==> config.mk <==
export PLATFORM = sky130hd
export DESIGN_NAME = sfpi_top
export DESIGN_NICKNAME = d
export VERILOG_FILES = /design/src/sfpi_pkg.sv /design/src/sfpi_edge.sv /design/src/sfpi_sync.sv /design/src/sfpi_top.sv
export SDC_FILE = /design/constraint.sdc
export NUM_CORES = 1
export LEC_CHECK = 0
export ABC_AREA = 1
export BUFFER_PORTS_ARGS = -buffer_cell sky130_fd_sc_hd__buf_2
export CORE_MARGIN = 10
export CORE_UTILIZATION = 55
export DETAILED_ROUTE_END_ITERATION = 8
export GPL_ROUTABILITY_DRIVEN = 1
export GPL_TIMING_DRIVEN = 0
export MAX_ROUTING_LAYER = met4
export PLACE_DENSITY = 0.83
export SLEW_MARGIN = 20
export SYNTH_ARGS = -nofsm -noshare
export SYNTH_HDL_FRONTEND = slang
export SYNTH_SLANG_ARGS = --single-unit
==> constraint.sdc <==
create_clock -name core_clk -period 4.86 [get_ports core_clk]
set_input_delay 0.243 -clock core_clk [delete_from_list [all_inputs] [get_ports core_clk]]
set_output_delay 0.243 -clock core_clk [all_outputs]
set_load 0.05 [all_outputs]
==> src/sfpi_pkg.sv <==
// sfpi_pkg: constants for the serial flash pin interface
// assumes: shared by the top module and the bench
package sfpi_pkg;
  localparam int PAGE_COUNT      = 65536;
  localparam int PAGE_BYTES      = 256;
  localparam int ADDR_BITS       = 24;
  localparam int ERASE_4K_BYTES  = 4096;
  localparam int ERASE_32K_BYTES = 32768;
  localparam int ERASE_64K_BYTES = 65536;
  localparam logic [7:0] CMD_READ      = 8'h03;
  localparam logic [7:0] CMD_DUAL_READ = 8'h3B;
  localparam logic [7:0] CMD_QUAD_READ = 8'h6B;
  localparam logic [7:0] CMD_PROGRAM   = 8'h02;
  localparam logic [7:0] CMD_ERASE_4K  = 8'h20;
  localparam logic [7:0] CMD_ERASE_32K = 8'h52;
  localparam logic [7:0] CMD_ERASE_64K = 8'hD8;
  localparam logic [7:0] CMD_ERASE_ALL = 8'hC7;
  localparam int DUMMY_CYCLES = 8;
  typedef enum logic [1:0] {SFPI_LANE1, SFPI_LANE2, SFPI_LANE4} sfpi_lane_type;
  typedef enum logic [3:0] {
    SFPI_OP_NONE, SFPI_OP_READ, SFPI_OP_DREAD, SFPI_OP_QREAD, SFPI_OP_PROG,
    SFPI_OP_E4K, SFPI_OP_E32K, SFPI_OP_E64K, SFPI_OP_ECHIP
  } sfpi_op_type;
endpackage

==> src/sfpi_edge.sv <==
// sfpi_edge: serial clock edge finder on synchronised pins
// assumes: sck input already passed through sfpi_sync
`timescale 1ns/10ps
`default_nettype none
module sfpi_edge (
  input  wire logic core_clk,
  input  wire logic rst,
  input  wire logic sck_s,
  input  wire logic gate,
  output logic      rise,
  output logic      fall
);
  logic sck_r;
  always_ff @(posedge core_clk or posedge rst) begin
    if (rst) begin
      sck_r <= 1'b0;
      rise  <= 1'b0;
      fall  <= 1'b0;
    end else begin
      sck_r <= sck_s;
      rise  <= gate & sck_s & ~sck_r;
      fall  <= gate & ~sck_s & sck_r;
    end
  end
endmodule
`default_nettype wire

==> src/sfpi_sync.sv <==
// sfpi_sync: two-flop synchroniser for pin inputs
// assumes: inputs are asynchronous to core_clk
`timescale 1ns/10ps
`default_nettype none
module sfpi_sync #(
  parameter int WIDTH = 1,
  parameter logic [WIDTH-1:0] INIT = '0
) (
  input  wire logic             core_clk,
  input  wire logic             rst,
  input  wire logic [WIDTH-1:0] async_in,
  output logic      [WIDTH-1:0] sync_out
);
  logic [WIDTH-1:0] meta_r;
  // first stage read only by the second
  always_ff @(posedge core_clk or posedge rst) begin
    if (rst) begin
      meta_r   <= INIT;
      sync_out <= INIT;
    end else begin
      meta_r   <= async_in;
      sync_out <= meta_r;
    end
  end
endmodule
`default_nettype wire

==> src/sfpi_top.sv <==
// sfpi_top: pin-level serial flash device front end
// assumes: host drives sck at least ~8x slower than core_clk; array behind mem_* ports
// Contract
// - chip select high: deselected, all data outputs floated
// - deselected enters standby unless a program or erase cycle still runs
// - chip select low enables device into active power state
// - after power-up no instruction accepted before a chip select falling edge
// - input bits sampled on each rising serial clock edge
// - output bits change on falling serial clock edge
// - dual/quad reads turn serial input into output bit 0
// - serial input ignored while chip select deasserted
// - dual reads drive serial output as bit 1 with bit 0
// - works with clock mode 0 or mode 3
// - 65536 pages of 256 bytes; program takes at most 256 bytes
// - erase in 4KB, 32KB, 64KB blocks or whole chip
// - pause input ignores clock and data and floats output, keeps selection
// - quad enable bit turns write-protect pin into data bit 2
`timescale 1ns/10ps
`default_nettype none
module sfpi_top
  import sfpi_pkg::*;
#(
  parameter int ADDR_W = sfpi_pkg::ADDR_BITS
) (
  input  wire logic              core_clk,
  input  wire logic              rst,
  input  wire logic              cs_n,
  input  wire logic              sck,
  input  wire logic [3:0]        io_in,
  output logic      [3:0]        io_out,
  output logic      [3:0]        io_oe,
  input  wire logic              pause_n,
  input  wire logic              quad_enable_bit,
  input  wire logic              busy_in,
  output logic                   standby,
  output logic                   active,
  output logic                   wr_protect_n,
  output logic                   mem_rd,
  output logic                   mem_wr,
  output logic      [ADDR_W-1:0] mem_addr,
  output logic      [7:0]        mem_wdata,
  input  wire logic [7:0]        mem_rdata,
  output logic                   erase_req,
  output logic      [1:0]        erase_size
);
  import sfpi_pkg::*;

  typedef enum logic [2:0] {SFPI_IDLE, SFPI_CMD, SFPI_ADDR, SFPI_DUMMY, SFPI_DOUT, SFPI_DIN, SFPI_DONE}
    sfpi_state_type;

  logic [3:0] io_s;
  logic       cs_n_s, sck_s, pause_n_s, qe_s;
  logic       sck_rise, sck_fall;
  logic       cs_n_r, armed_r;
  sfpi_state_type state_r, state_nxt;
  sfpi_op_type    op_r;
  sfpi_lane_type  lane_r;
  logic [7:0]  shift_r;
  logic [4:0]  cnt_r;
  logic [ADDR_W-1:0] addr_r;
  logic [7:0]  out_r;
  logic [8:0]  bytes_r;
  logic        first_fall_r;
  logic        shown_r;
  logic [1:0]  fill_r;

  // select pipeline starts low, so a pin held low through reset shows no select edge
  sfpi_sync #(.WIDTH(8), .INIT(8'h04)) u_sync (
    .core_clk (core_clk),
    .rst      (rst),
    .async_in ({io_in, quad_enable_bit, pause_n, sck, cs_n}),
    .sync_out ({io_s, qe_s, pause_n_s, sck_s, cs_n_s})
  );

  // clock and data frozen while paused or deselected
  wire edge_gate = ~cs_n_s & pause_n_s;

  sfpi_edge u_edge (
    .core_clk (core_clk),
    .rst      (rst),
    .sck_s    (sck_s),
    .gate     (edge_gate),
    .rise     (sck_rise),
    .fall     (sck_fall)
  );

  // only edges matter, so idle level of sck is irrelevant (mode 0 and 3)
  wire cs_fall = cs_n_r & ~cs_n_s;
  wire cs_rise = ~cs_n_r & cs_n_s;

  // single-lane input bit is io0 only
  wire       in_bit  = io_s[0];
  wire [7:0] shift_in = {shift_r[6:0], in_bit};

  wire [7:0] cmd_byte = shift_in;
  wire       is_dread = cmd_byte == CMD_DUAL_READ;
  wire       is_qread = (cmd_byte == CMD_QUAD_READ) & qe_s;
  sfpi_op_type cmd_op;
  assign cmd_op = (cmd_byte == CMD_READ)      ? SFPI_OP_READ  :
                  is_dread                    ? SFPI_OP_DREAD :
                  is_qread                    ? SFPI_OP_QREAD :
                  (cmd_byte == CMD_PROGRAM)   ? SFPI_OP_PROG  :
                  (cmd_byte == CMD_ERASE_4K)  ? SFPI_OP_E4K   :
                  (cmd_byte == CMD_ERASE_32K) ? SFPI_OP_E32K  :
                  (cmd_byte == CMD_ERASE_64K) ? SFPI_OP_E64K  :
                  (cmd_byte == CMD_ERASE_ALL) ? SFPI_OP_ECHIP : SFPI_OP_NONE;

  wire cmd_done  = (state_r == SFPI_CMD) & sck_rise & (cnt_r == 5'd7);
  wire addr_done = (state_r == SFPI_ADDR) & sck_rise & (cnt_r == 5'(ADDR_W - 1));
  wire dum_done  = (state_r == SFPI_DUMMY) & sck_rise & (cnt_r == 5'(DUMMY_CYCLES - 1));
  wire byte_in   = (state_r == SFPI_DIN) & sck_rise & (cnt_r == 5'd7);
  wire is_erase  = (op_r == SFPI_OP_E4K) | (op_r == SFPI_OP_E32K) | (op_r == SFPI_OP_E64K);
  wire fast_rd   = (op_r == SFPI_OP_DREAD) | (op_r == SFPI_OP_QREAD);

  // bits per falling edge and end of an output byte
  wire [4:0] out_step = (lane_r == SFPI_LANE4) ? 5'd4 : (lane_r == SFPI_LANE2) ? 5'd2 : 5'd1;
  wire       out_last = (cnt_r + out_step) >= 5'd8;
  wire       rd_next  = (state_r == SFPI_DOUT) & sck_fall & out_last;

  always_comb begin
    state_nxt = state_r;
    unique case (state_r)
      SFPI_IDLE:  state_nxt = state_r;
      SFPI_CMD:   if (cmd_done) begin
                    state_nxt = (cmd_op == SFPI_OP_NONE) ? SFPI_DONE :
                                (cmd_op == SFPI_OP_ECHIP) ? SFPI_DONE : SFPI_ADDR;
                  end
      SFPI_ADDR:  if (addr_done) begin
                    state_nxt = fast_rd ? SFPI_DUMMY : (op_r == SFPI_OP_READ) ? SFPI_DOUT :
                                (op_r == SFPI_OP_PROG) ? SFPI_DIN : SFPI_DONE;
                  end
      SFPI_DUMMY: if (dum_done) begin
                    state_nxt = SFPI_DOUT;
                  end
      SFPI_DOUT:  state_nxt = state_r;
      SFPI_DIN:   state_nxt = state_r;
      SFPI_DONE:  state_nxt = state_r;
    endcase
  end

  // partial frames dropped on deselect; instruction phase armed only after a select fall
  always_ff @(posedge core_clk or posedge rst) begin
    if (rst) begin
      cs_n_r  <= 1'b0;
      armed_r <= 1'b0;
      state_r <= SFPI_IDLE;
      fill_r  <= 2'b00;
    end else begin
      cs_n_r <= cs_n_s;
      fill_r <= {fill_r[0], 1'b1};
      if (cs_n_s) begin
        state_r <= SFPI_IDLE;
      end else if (cs_fall) begin
        armed_r <= 1'b1;
        state_r <= SFPI_CMD;
      end else if (armed_r) begin
        state_r <= state_nxt;
      end
    end
  end

  // shifting of instruction, address and program data on rising edges
  always_ff @(posedge core_clk or posedge rst) begin
    if (rst) begin
      shift_r <= 8'h00;
      cnt_r   <= 5'd0;
      op_r    <= SFPI_OP_NONE;
      lane_r  <= SFPI_LANE1;
      addr_r  <= '0;
    end else if (cs_fall | cs_rise) begin
      cnt_r   <= 5'd0;
      shift_r <= 8'h00;
    end else if (sck_rise & (state_r != SFPI_DOUT)) begin
      shift_r <= shift_in;
      cnt_r   <= (cmd_done | addr_done | dum_done | byte_in) ? 5'd0 : cnt_r + 5'd1;
      if (cmd_done) begin
        op_r   <= cmd_op;
        lane_r <= is_qread ? SFPI_LANE4 : is_dread ? SFPI_LANE2 : SFPI_LANE1;
      end
      if (state_r == SFPI_ADDR) begin
        addr_r <= {addr_r[ADDR_W-2:0], in_bit};
      end
      if (byte_in) begin
        // wrap inside the page so one program never exceeds a page
        addr_r[7:0] <= addr_r[7:0] + 8'd1;
      end
    end else if (sck_fall & (state_r == SFPI_DOUT)) begin
      cnt_r <= out_last ? 5'd0 : cnt_r + out_step;
      if (out_last) begin
        addr_r <= addr_r + ADDR_W'(1);
      end
    end
  end

  // array requests: read fetch, program byte, erase command
  always_ff @(posedge core_clk or posedge rst) begin
    if (rst) begin
      mem_rd     <= 1'b0;
      mem_wr     <= 1'b0;
      mem_addr   <= '0;
      mem_wdata  <= 8'h00;
      erase_req  <= 1'b0;
      erase_size <= 2'd0;
      bytes_r    <= 9'd0;
    end else begin
      mem_rd    <= (addr_done & (op_r == SFPI_OP_READ)) | dum_done | rd_next;
      // addr_r steps on this same edge, so the prefetch uses the stepped address
      mem_addr  <= addr_done ? {addr_r[ADDR_W-2:0], in_bit} : rd_next ? addr_r + ADDR_W'(1) : addr_r;
      mem_wr    <= byte_in & (bytes_r < 9'(PAGE_BYTES));
      mem_wdata <= shift_in;
      if (cs_fall) begin
        bytes_r <= 9'd0;
      end else if (byte_in & (bytes_r < 9'(PAGE_BYTES))) begin
        bytes_r <= bytes_r + 9'd1;
      end
      // erase issued only when a full frame closes cleanly
      erase_req <= cs_rise & (state_r == SFPI_DONE) & (is_erase | (op_r == SFPI_OP_ECHIP));
      if (cs_rise) begin
        erase_size <= (op_r == SFPI_OP_E4K)  ? 2'd0 :
                      (op_r == SFPI_OP_E32K) ? 2'd1 :
                      (op_r == SFPI_OP_E64K) ? 2'd2 : 2'd3;
      end
    end
  end

  // output shifting on falling edges, data loaded from the array
  wire dout_load = (state_r == SFPI_DOUT) & sck_fall & first_fall_r;
  always_ff @(posedge core_clk or posedge rst) begin
    if (rst) begin
      out_r        <= 8'h00;
      first_fall_r <= 1'b1;
      shown_r      <= 1'b0;
    end else if (state_r != SFPI_DOUT) begin
      first_fall_r <= 1'b1;
      shown_r      <= 1'b0;
    end else if (sck_fall) begin
      // drive stays on across byte ends, so the last bit of each byte is not floated
      first_fall_r <= out_last;
      shown_r      <= 1'b1;
      out_r <= dout_load ? mem_rdata : (out_r << out_step);
    end
  end

  wire       drive_en = ~cs_n_s & pause_n_s & (state_r == SFPI_DOUT) & shown_r;
  wire [3:0] oe_nxt   = ~drive_en ? 4'h0 :
                        (lane_r == SFPI_LANE4) ? 4'hF :
                        (lane_r == SFPI_LANE2) ? 4'h3 : 4'h2;
  wire [3:0] out_nxt  = (lane_r == SFPI_LANE4) ? out_r[7:4] :
                        (lane_r == SFPI_LANE2) ? {2'b00, out_r[7:6]} : {2'b00, out_r[7], 1'b0};

  always_ff @(posedge core_clk or posedge rst) begin
    if (rst) begin
      io_out       <= 4'h0;
      io_oe        <= 4'h0;
      standby      <= 1'b0;
      active       <= 1'b0;
      wr_protect_n <= 1'b1;
    end else begin
      io_out       <= out_nxt;
      io_oe        <= oe_nxt;
      standby      <= cs_n_s & ~busy_in;
      // held low until the select pipeline carries real pin samples
      active       <= ~cs_n_s & fill_r[1];
      wr_protect_n <= qe_s ? 1'b1 : io_s[2];
    end
  end
endmodule
`default_nettype wire
==> results of run 1 <==
## power breakdown
group	internal (mW)	total, mW	switching, mW
Sequential	1.15	1.21	0.0574
Clock	0.777	1.24	0.467
Combinational	0.132	0.407	0.275
## path summary, 6_finish.rpt
path	endpoint	slack, ns
max	mem_addr[11]	1.82
min	out_r[3]	0.05
max reg2reg	mem_addr[11]	1.82
min reg2reg	u_sync.sync_out[3]	0.34
max in group asynchronous	u_sync.sync_out[2]	3.78
min in group asynchronous	out_r[6]	0.35
## flip-flops by register name, indices dropped and copies added, names as in the netlist, 4 cells and up
name,cells
addr_r,24
mem_addr,24
bytes_r,9
mem_wdata,8
out_r,8
shift_r,7
u_sync.meta_r,6
u_sync.sync_out,6
cnt_r,5
io_out,4
op_r,4
## metal layers
| metal | GRT usage (%) | up-vias |
|---|---|---|
| li1 | - | 3121 |
| met1 | 26.6 | 2912 |
| met2 | 30.7 | 271 |
| met3 | 5.34 | 42 |
| met4 | 8.25 | 0 |
| met5 | - | - |
## layout make-up
class	instances	area share (%)
Multi-Input combinational cell	654	38.2
Timing Repair Buffer	73	5.26
Clock buffer	22	5.70
Sequential cell	130	40.0
Tap cell	168	2.58
Buffer	26	2.03
Inverter	102	4.83
Clock inverter	10	1.37
## per-stage QoR
| step | cells | hold WS (ns) | utilization [%] |
|---|---|---|---|
| global route | 1185 | 0.0544 | 66.9 |
| detailed placement | 1145 | 0.254 | 61.6 |
| global placement | 1144 | 0.331 | 61.3 |
| finish | 1185 | 0.0477 | 66.9 |
| CTS | 1185 | 0.0425 | 66.9 |
| floorplan | 912 | 0.247 | - |
## worst register-to-register path, stage by stage, from the launching register on
cell and delay [ns]:
sky130_fd_sc_hd__dfrtp_1 0.40, sky130_fd_sc_hd__inv_1 0.07, sky130_fd_sc_hd__ha_1 0.16, sky130_fd_sc_hd__clkbuf_1 0.37
sky130_fd_sc_hd__inv_1 0.23, sky130_fd_sc_hd__fa_1 0.47, sky130_fd_sc_hd__inv_1 0.07, sky130_fd_sc_hd__nand3_1 0.08
sky130_fd_sc_hd__nand3_1 0.09, sky130_fd_sc_hd__nand2_1 0.07, sky130_fd_sc_hd__inv_2 0.11, sky130_fd_sc_hd__nand2_4 0.11
sky130_fd_sc_hd__nand2_2 0.10, sky130_fd_sc_hd__buf_6 0.17, sky130_fd_sc_hd__buf_6 0.17, sky130_fd_sc_hd__nand2_1 0.06
sky130_fd_sc_hd__nand3_1 0.07, sky130_fd_sc_hd__nand2_1 0.10
## cell families after synthesis
kind of cell	Yosys count	share of synthesized area, %
xor+xnor	10	1.27
compound gates	109	8.64
simple gates	523	32.9
buf+inv	128	7.96
other cells	1	0.0542
fa+ha+maj	11	2.10
flops	130	47.1
## cell usage in the layout (no fill, tap or decap), types with 5 or more instances in the layout
| cell type | instances |
|---|---|
| sky130_fd_sc_hd__nand2_1 | 292 |
| sky130_fd_sc_hd__dfrtp_1 | 126 |
| sky130_fd_sc_hd__nand3_1 | 93 |
| sky130_fd_sc_hd__inv_1 | 93 |
| sky130_fd_sc_hd__nor2_1 | 83 |
| sky130_fd_sc_hd__buf_2 | 73 |
| sky130_fd_sc_hd__o21ai_0 | 51 |
| sky130_fd_sc_hd__o21ai_1 | 20 |
| sky130_fd_sc_hd__clkbuf_16 | 17 |
| sky130_fd_sc_hd__nand4_1 | 16 |
| sky130_fd_sc_hd__a21oi_1 | 12 |
| sky130_fd_sc_hd__xor2_1 | 10 |
| sky130_fd_sc_hd__ha_1 | 10 |
| sky130_fd_sc_hd__clkbuf_1 | 9 |
| sky130_fd_sc_hd__nor3_1 | 9 |
| sky130_fd_sc_hd__o22ai_1 | 9 |
| sky130_fd_sc_hd__dlygate4sd3_1 | 8 |
| sky130_fd_sc_hd__inv_2 | 7 |
| sky130_fd_sc_hd__buf_4 | 7 |
| sky130_fd_sc_hd__nand2_2 | 5 |
==> reports/qor.log, run 1 <==
[critical_path] endpoint class of the critical path register
[detailed_routing] uppermost routed layer met4
[synth] top cells by count, synth sky130_fd_sc_hd__nand2_1, sky130_fd_sc_hd__dfrtp_1, sky130_fd_sc_hd__inv_1, sky130_fd_sc_hd__nand3_1, sky130_fd_sc_hd__nor2_1
[place] setup slack after placement 1.90 ns
[clock_tree] later-pin clock latency in the skew report 0.43 ns
[grt] first-pass GRT wire length 29,300 um
[clock_tree] Post-CTS Resized 0
[layout] area of combinational cells with multiple inputs 3110 um^2
[detailed_routing] final routed wirelength across all metal layers 17,200 um
[synth] Mapped Avg Cell Area 7.59 um^2
[clock_tree] TritonCTS clock tree built
[clock_tree] number of buffers inserted to repair setup after CTS 0
[timing] worst-case setup margin in the final layout 1.82 ns
[timing] skew final 0.00631 ns
[hold_path] Tightest Hold Check Type input pin to register
[place] dpl hpwl 12,100 um
[pwr] power density over the cells 352 nW/um^2
[synth] proportion of synthesized chip area in sequential cells 47.1%
[layout] area used by sequential logic in the layout 3260 um^2
[status] status finished, final reports clean
[critical_path] total buffers and inverters traversed by the critical path 7
[die] Vert. Die Dim 132 um
[clock_tree] Max Root-Sink Buffers 2
[die] Placeable Area 12,200 um^2
[die] initial core utilization 56.9%
[detailed_routing] detailed-route wire length per cell 14.6 um
[critical_path] family with the most delay on the worst path buffers and inverters
[detailed_routing] number of vias in the routed layout 6,346
[detailed_routing] Pre-Repair DR Iteration Count 7
[die] standard-cell row count 40
[layout] number of filler cells placed in the layout 1,020
[clock_tree] number of buffers added by the clock tree synthesis step 17
[hold_path] worst hold path stage count 3
[clock_tree] H-tree Lvls 4
[grt] antenna violations before repair 0
[layout] area delta synth->final 17.6%
[pwr] power after layout 2.86 mW
[critical_path] start point of the critical path lane_r[1]
[critical_path] highest-delay cell along the critical path sky130_fd_sc_hd__fa_1
[place] cell area reported after detailed placement 7490 um^2
[synth] mapped cell area 6920 um^2
[layout] post-route standard cell area excluding fillers 8140 um^2
[synth] biggest area contributors in the synthesized netlist sky130_fd_sc_hd__dfrtp_1, sky130_fd_sc_hd__nand2_1, sky130_fd_sc_hd__nand3_1
[synth] fraction of synthesis flops using an asynchronous set or reset pin 100%
[die] Die W 132 um
[synth] number of nets produced by synthesis 942
[synth] post-synthesis cell type with the largest combined area sky130_fd_sc_hd__dfrtp_1
[critical_path] Setup CP Type register to register
[timing] Final setup viols 0
[synth] dominant synthesized flop cell sky130_fd_sc_hd__dfrtp_1
[synth] fraction of post-synthesis cell area in the top cell type by area 45.6%
[timing] final worst path period share 62.6%
[grt] remaining global-route overflow 0
[critical_path] data required time at the worst endpoint 5.14 ns
[detailed_routing] detailed-routed wire length on met2 7790 um
[timing] relative max-transition margin 59.5%
[detailed_routing] total routed wire length on the met1 layer 7570 um
[die] boundary pin count 67
[clock_tree] CTS root buffer sky130_fd_sc_hd__clkbuf_16
[critical_path] critical-path cell list inv_1 -> ha_1 -> clkbuf_1 -> inv_1 -> fa_1 -> inv_1 -> nand3_1 -> nand3_1 -> nand2_1 -> inv_2 -> nand2_4 -> nand2_2 -> buf_6 -> buf_6 -> nand2_1 -> nand3_1 -> nand2_1
[layout] layout cells sized above 1 14.7%
[timing] Setup TNS Final 0 ns
[grt] via count of the first global-routing pass 6,082
[pwr] Static Leakage 4.25 nW
[clock_tree] number of sinks driven by the clock tree 130
[synth] unique cell type count in the Yosys netlist 42
[critical_path] Arrival @ worst endpoint 3.33 ns
[die] area of the die 17,500 um^2
[clock_tree] register clock-pin slew on the reported worst setup and hold paths 0.06 ns
[timing] shortest period the worst path allows 3.04 ns
[grt] largest net degree at the start of global routing 88
[synth] Synth Register Bits 130
[synth] most common cell in the netlist sky130_fd_sc_hd__nand2_1
[critical_path] CP Depth 17
[pwr] Peak supply drop 0.000319 V
[timing] actual slew at the worst max-slew pin 0.608 ns
[place] weighted congestion at the end of routability-driven global placement 0.970
[critical_path] CP Max Fanout 10
[synth] count of mapped cells out of synthesis 912
[timing] setup repair after global routing missed its margin no
[layout] antenna diode count 0
[detailed_routing] drt drc 0
[critical_path] depth of the worst register-to-register path 17
[clock_tree] Post-CTS Hold Buffers 8
[critical_path] kind of start point of the critical path register
[synth] total number of yosys warnings 0
[timing] count of final hold-check violations 0
[detailed_routing] post-route antenna net violation count 0
[place] Port Buf Inserts 64
[layout] final net count 1,034
[hold_path] hold wc startpoint mem_rdata[3]
[synth] EDFF count, synth 0
[critical_path] startpoint of the most critical register-to-register path lane_r[1]
[run] max-cap check violation count 0
[timing] Max Transition Viols Final 0
[timing] f_max 329 MHz
[detailed_routing] ratio of routed vias to standard cells 5.36
[critical_path] Max stage delay on crit path 0.47 ns
[detailed_routing] met3 WL post-DR 1510 um
[detailed_routing] DRT iter0 DRCs 649
[grt] overall fraction of global-route tracks in use 20.7%
Note: power is estimated with default switching activity, not from simulation.
==> inputs of run 2 (changes only) <==
--- a/config.mk
+++ b/config.mk
@@ -8,12 +8,12 @@
 export ABC_AREA = 1
 export BUFFER_PORTS_ARGS = -buffer_cell sky130_fd_sc_hd__buf_2
 export CORE_MARGIN = 10
-export CORE_UTILIZATION = 55
+export CORE_UTILIZATION = 54
 export DETAILED_ROUTE_END_ITERATION = 8
 export GPL_ROUTABILITY_DRIVEN = 1
 export GPL_TIMING_DRIVEN = 0
 export MAX_ROUTING_LAYER = met4
-export PLACE_DENSITY = 0.83
+export PLACE_DENSITY = 0.85
 export SLEW_MARGIN = 20
 export SYNTH_ARGS = -nofsm -noshare
 export SYNTH_HDL_FRONTEND = slang
==> constraint.sdc (replaced) <==
create_clock -name core_clk -period 2.6 [get_ports core_clk]
set_input_delay 0.13 -clock core_clk [delete_from_list [all_inputs] [get_ports core_clk]]
set_output_delay 0.13 -clock core_clk [all_outputs]
set_load 0.05 [all_outputs]
==> run 2 against run 1 <==
- sequential power increased by 88%
- largest power group unchanged
- largest cell class unchanged
- count of clock-buffer cells in the layout decreased by 3
- design area increased by 4.3%
- critical path type unchanged
==> reports/qor.log, run 2 (synthesis gave the netlist of run 1 again) <==
[timing] Final setup viols 0 [unchanged]
[pwr] Switching Fraction 29.1% [+1.2 points]
[die] initial core utilization 55.1% [-1.8 points]
[timing] f_max 394 MHz [+20%]
[die] Vert. Die Dim 133 um [+0.78%]
[detailed_routing] ratio of routed vias to standard cells 5.36 [+0.18%]
[critical_path] Setup CP Type register to register
[clock_tree] number of buffers added by the clock tree synthesis step 17 [unchanged]
[clock_tree] later-pin clock latency in the skew report 0.43 ns [about the same]
[detailed_routing] post-route antenna net violation count 0 [unchanged]
[layout] final net count 1,055 [+2.0%]
[die] area of the die 17,700 um^2 [+1.6%]
[clock_tree] register clock-pin slew on the reported worst setup and hold paths 0.06 ns [about the same]
[pwr] Sequential Power Share 42.3% [about the same]
[pwr] relative contribution of combinational cells to total power 15.0% [+0.8 points]
[critical_path] data required time at the worst endpoint 2.97 ns [-2.17 ns]
[die] Placeable Area 12,600 um^2 [+3.3%]
[run] max-cap check violation count 0 [unchanged]
[layout] final core utilization 67.6% [+0.64 points]
[clock_tree] number of sinks driven by the clock tree 130 [unchanged]
[clock_tree] CTS root buffer sky130_fd_sc_hd__clkbuf_16
[die] standard-cell row count 41 [+2.5%]
[critical_path] endpoint class of the critical path register
[grt] via count of the first global-routing pass 6,122 [+0.66%]
[hold_path] hold wc startpoint mem_rdata[6]
[critical_path] startpoint of the most critical register-to-register path lane_r[0]
[timing] relative max-transition margin 62.8% [+3.3 points]
[critical_path] kind of start point of the critical path register
[detailed_routing] detailed-route wire length per cell 14.6 um [+0.43%]
[pwr] NetSw 1.56 mW [+95%]
[detailed_routing] DRT iter0 DRCs 663 [+2.2%]
[grt] overall fraction of global-route tracks in use 20.8% [+0.038 points]
[grt] largest net degree at the start of global routing 36 [-59%]
[place] weighted congestion at the end of routability-driven global placement 0.964 [-0.67%]
[layout] area delta synth->final 22.7%
[clock_tree] TritonCTS clock tree built
[critical_path] Arrival @ worst endpoint 2.91 ns [-0.42 ns]
[critical_path] CP Max Fanout 4 [-6]
[timing] skew final 0.00697 ns [+0.000658 ns]
[clock_tree] Max Root-Sink Buffers 2 [unchanged]
[layout] most frequent cells in the layout sky130_fd_sc_hd__nand2_1, sky130_fd_sc_hd__dfrtp_1, sky130_fd_sc_hd__nand3_1
[die] Die W 133 um [+0.78%]
[detailed_routing] drt drc 0 [unchanged]
[timing] actual slew at the worst max-slew pin 0.558 ns [-0.0496 ns]
[place] Port Buf Inserts 64 [unchanged]
[layout] final non-filler cell total 1,211 [+2.2%]
[place] dpl hpwl 12,200 um [+1.1%]
[pwr] Internal 3.80 mW [+84%]
[detailed_routing] final routed wirelength across all metal layers 17,700 um [+2.6%]
[clock_tree] H-tree Lvls 4 [unchanged]
[detailed_routing] number of vias in the routed layout 6,497 [+2.4%]
[layout] commonest non-fill, non-tap cell in the layout sky130_fd_sc_hd__nand2_1
[grt] first-pass GRT wire length 29,500 um [+0.73%]
[status] status finished, final reports clean
[hold_path] Tightest Hold Check Type input pin to register
[layout] Regs by FF count addr_r: 24 flops, mem_addr: 24 flops, bytes_r: 9 flops
[pwr] Static Leakage 4.39 nW [+3.3%]
[critical_path] start point of the critical path lane_r[0]
[grt] remaining global-route overflow 0 [unchanged]
[timing] Max Transition Viols Final 0 [unchanged]
[grt] antenna violations before repair 1 [+1]
[die] boundary pin count 67 [unchanged]
[layout] layout cells sized above 1 17.9% [+3.3 points]
[timing] shortest period the worst path allows 2.54 ns [-0.503 ns]
[pwr] Peak supply drop 0.000412 V [+29%]
[place] placed cells 1,152 [+0.61%]
[pwr] clock group share of total power 42.7% [-0.8 points]
[timing] count of final hold-check violations 0 [unchanged]
[detailed_routing] Pre-Repair DR Iteration Count 7 [unchanged]
[timing] final worst path period share 97.6% [+35 points]
[pwr] power density over the cells 631 nW/um^2 [+80%]
run 2: power groups by stage:
| stage | clock network, mW | registers, mW | logic, mW |
|---|---|---|---|
| 3_5_place_dp | 0 | 2.30 | 0.756 |
| 2_1_floorplan | 0 | 2.39 | 0.458 |
| 4_1_cts | 2.32 | 2.26 | 0.780 |
| 5_1_grt | 2.42 | 2.29 | 0.898 |
| 6_report | 2.29 | 2.27 | 0.804 |
| 3_3_place_gp | 0 | 2.29 | 0.727 |
run 2: critical path: stages, from the launching register on:
cell and delay (ns):
sky130_fd_sc_hd__dfrtp_1 0.39, sky130_fd_sc_hd__inv_2 0.07, sky130_fd_sc_hd__ha_4 0.28, sky130_fd_sc_hd__ha_4 0.12, sky130_fd_sc_hd__inv_2 0.04, sky130_fd_sc_hd__fa_2 0.37, sky130_fd_sc_hd__inv_2 0.07, sky130_fd_sc_hd__nand3_2 0.08
sky130_fd_sc_hd__nand3_2 0.07, sky130_fd_sc_hd__nand2_1 0.06, sky130_fd_sc_hd__inv_2 0.12, sky130_fd_sc_hd__nand2_4 0.09, sky130_fd_sc_hd__buf_4 0.14, sky130_fd_sc_hd__buf_4 0.14, sky130_fd_sc_hd__o21ai_0 0.24, sky130_fd_sc_hd__nand3_1 0.13
sky130_fd_sc_hd__nand2_1 0.08
run 2: through the flow:
step                instance area (um^2)  power (mW)  hold slack (ns)  worst slack, ns  setup TNS [ns]
floorplan                           6920        2.85            0.134            0.149               0
global route                        8490        5.61           0.0526          -0.0777         -0.0923
finish                              8490        5.36           0.0402           0.0613               0
CTS                                 8390        5.36           0.0258           0.0142               0
detailed placement                  7550        3.05            0.146           -0.316           -9.86
global placement                    7460        3.02            0.236           -0.317           -9.60
run 2: final cells by class:
cell class,instances,area (um^2)
Inverter,102,393
Multi-Input combinational cell,654,3200
Clock buffer,19,453
Buffer,26,189
Tap cell,172,215
Fill cell,996,4070
Antenna cell,1,2.50
Sequential cell,130,3260
Timing Repair Buffer,94,659
Clock inverter,13,125
run 2: final timing paths:
kind	to	slack [ns]	cells after the start
setup / recovery	cnt_r[2]	0.06	16
hold / removal	out_r[6]	0.04	3
setup reg to reg	cnt_r[2]	0.06	16
hold reg to reg	u_sync.sync_out[3]	0.35	0
max in group asynchronous	u_sync.sync_out[2]	1.58	5
min in group asynchronous	u_sync.meta_r[1]	0.27	3
run 2: what timing repair did:
action	in CTS	in global routing
setup buffers	8	4
hold endpoints to repair	46	0
gates resized for setup	9	22
cloned	1	0
hold buffers	13	0
pin swaps	1	8
setup endpoints to repair	50	42
run 2: metal layers:
metal | vias up | track usage (%) | share of wire, %
li1 | 3170 | - | -
met1 | 3023 | 25.6 | 43
met2 | 262 | 32.2 | 47
met3 | 42 | 5.30 | 8.0
met4 | 0 | 8.40 | 2.4
met5 | - | - | 0
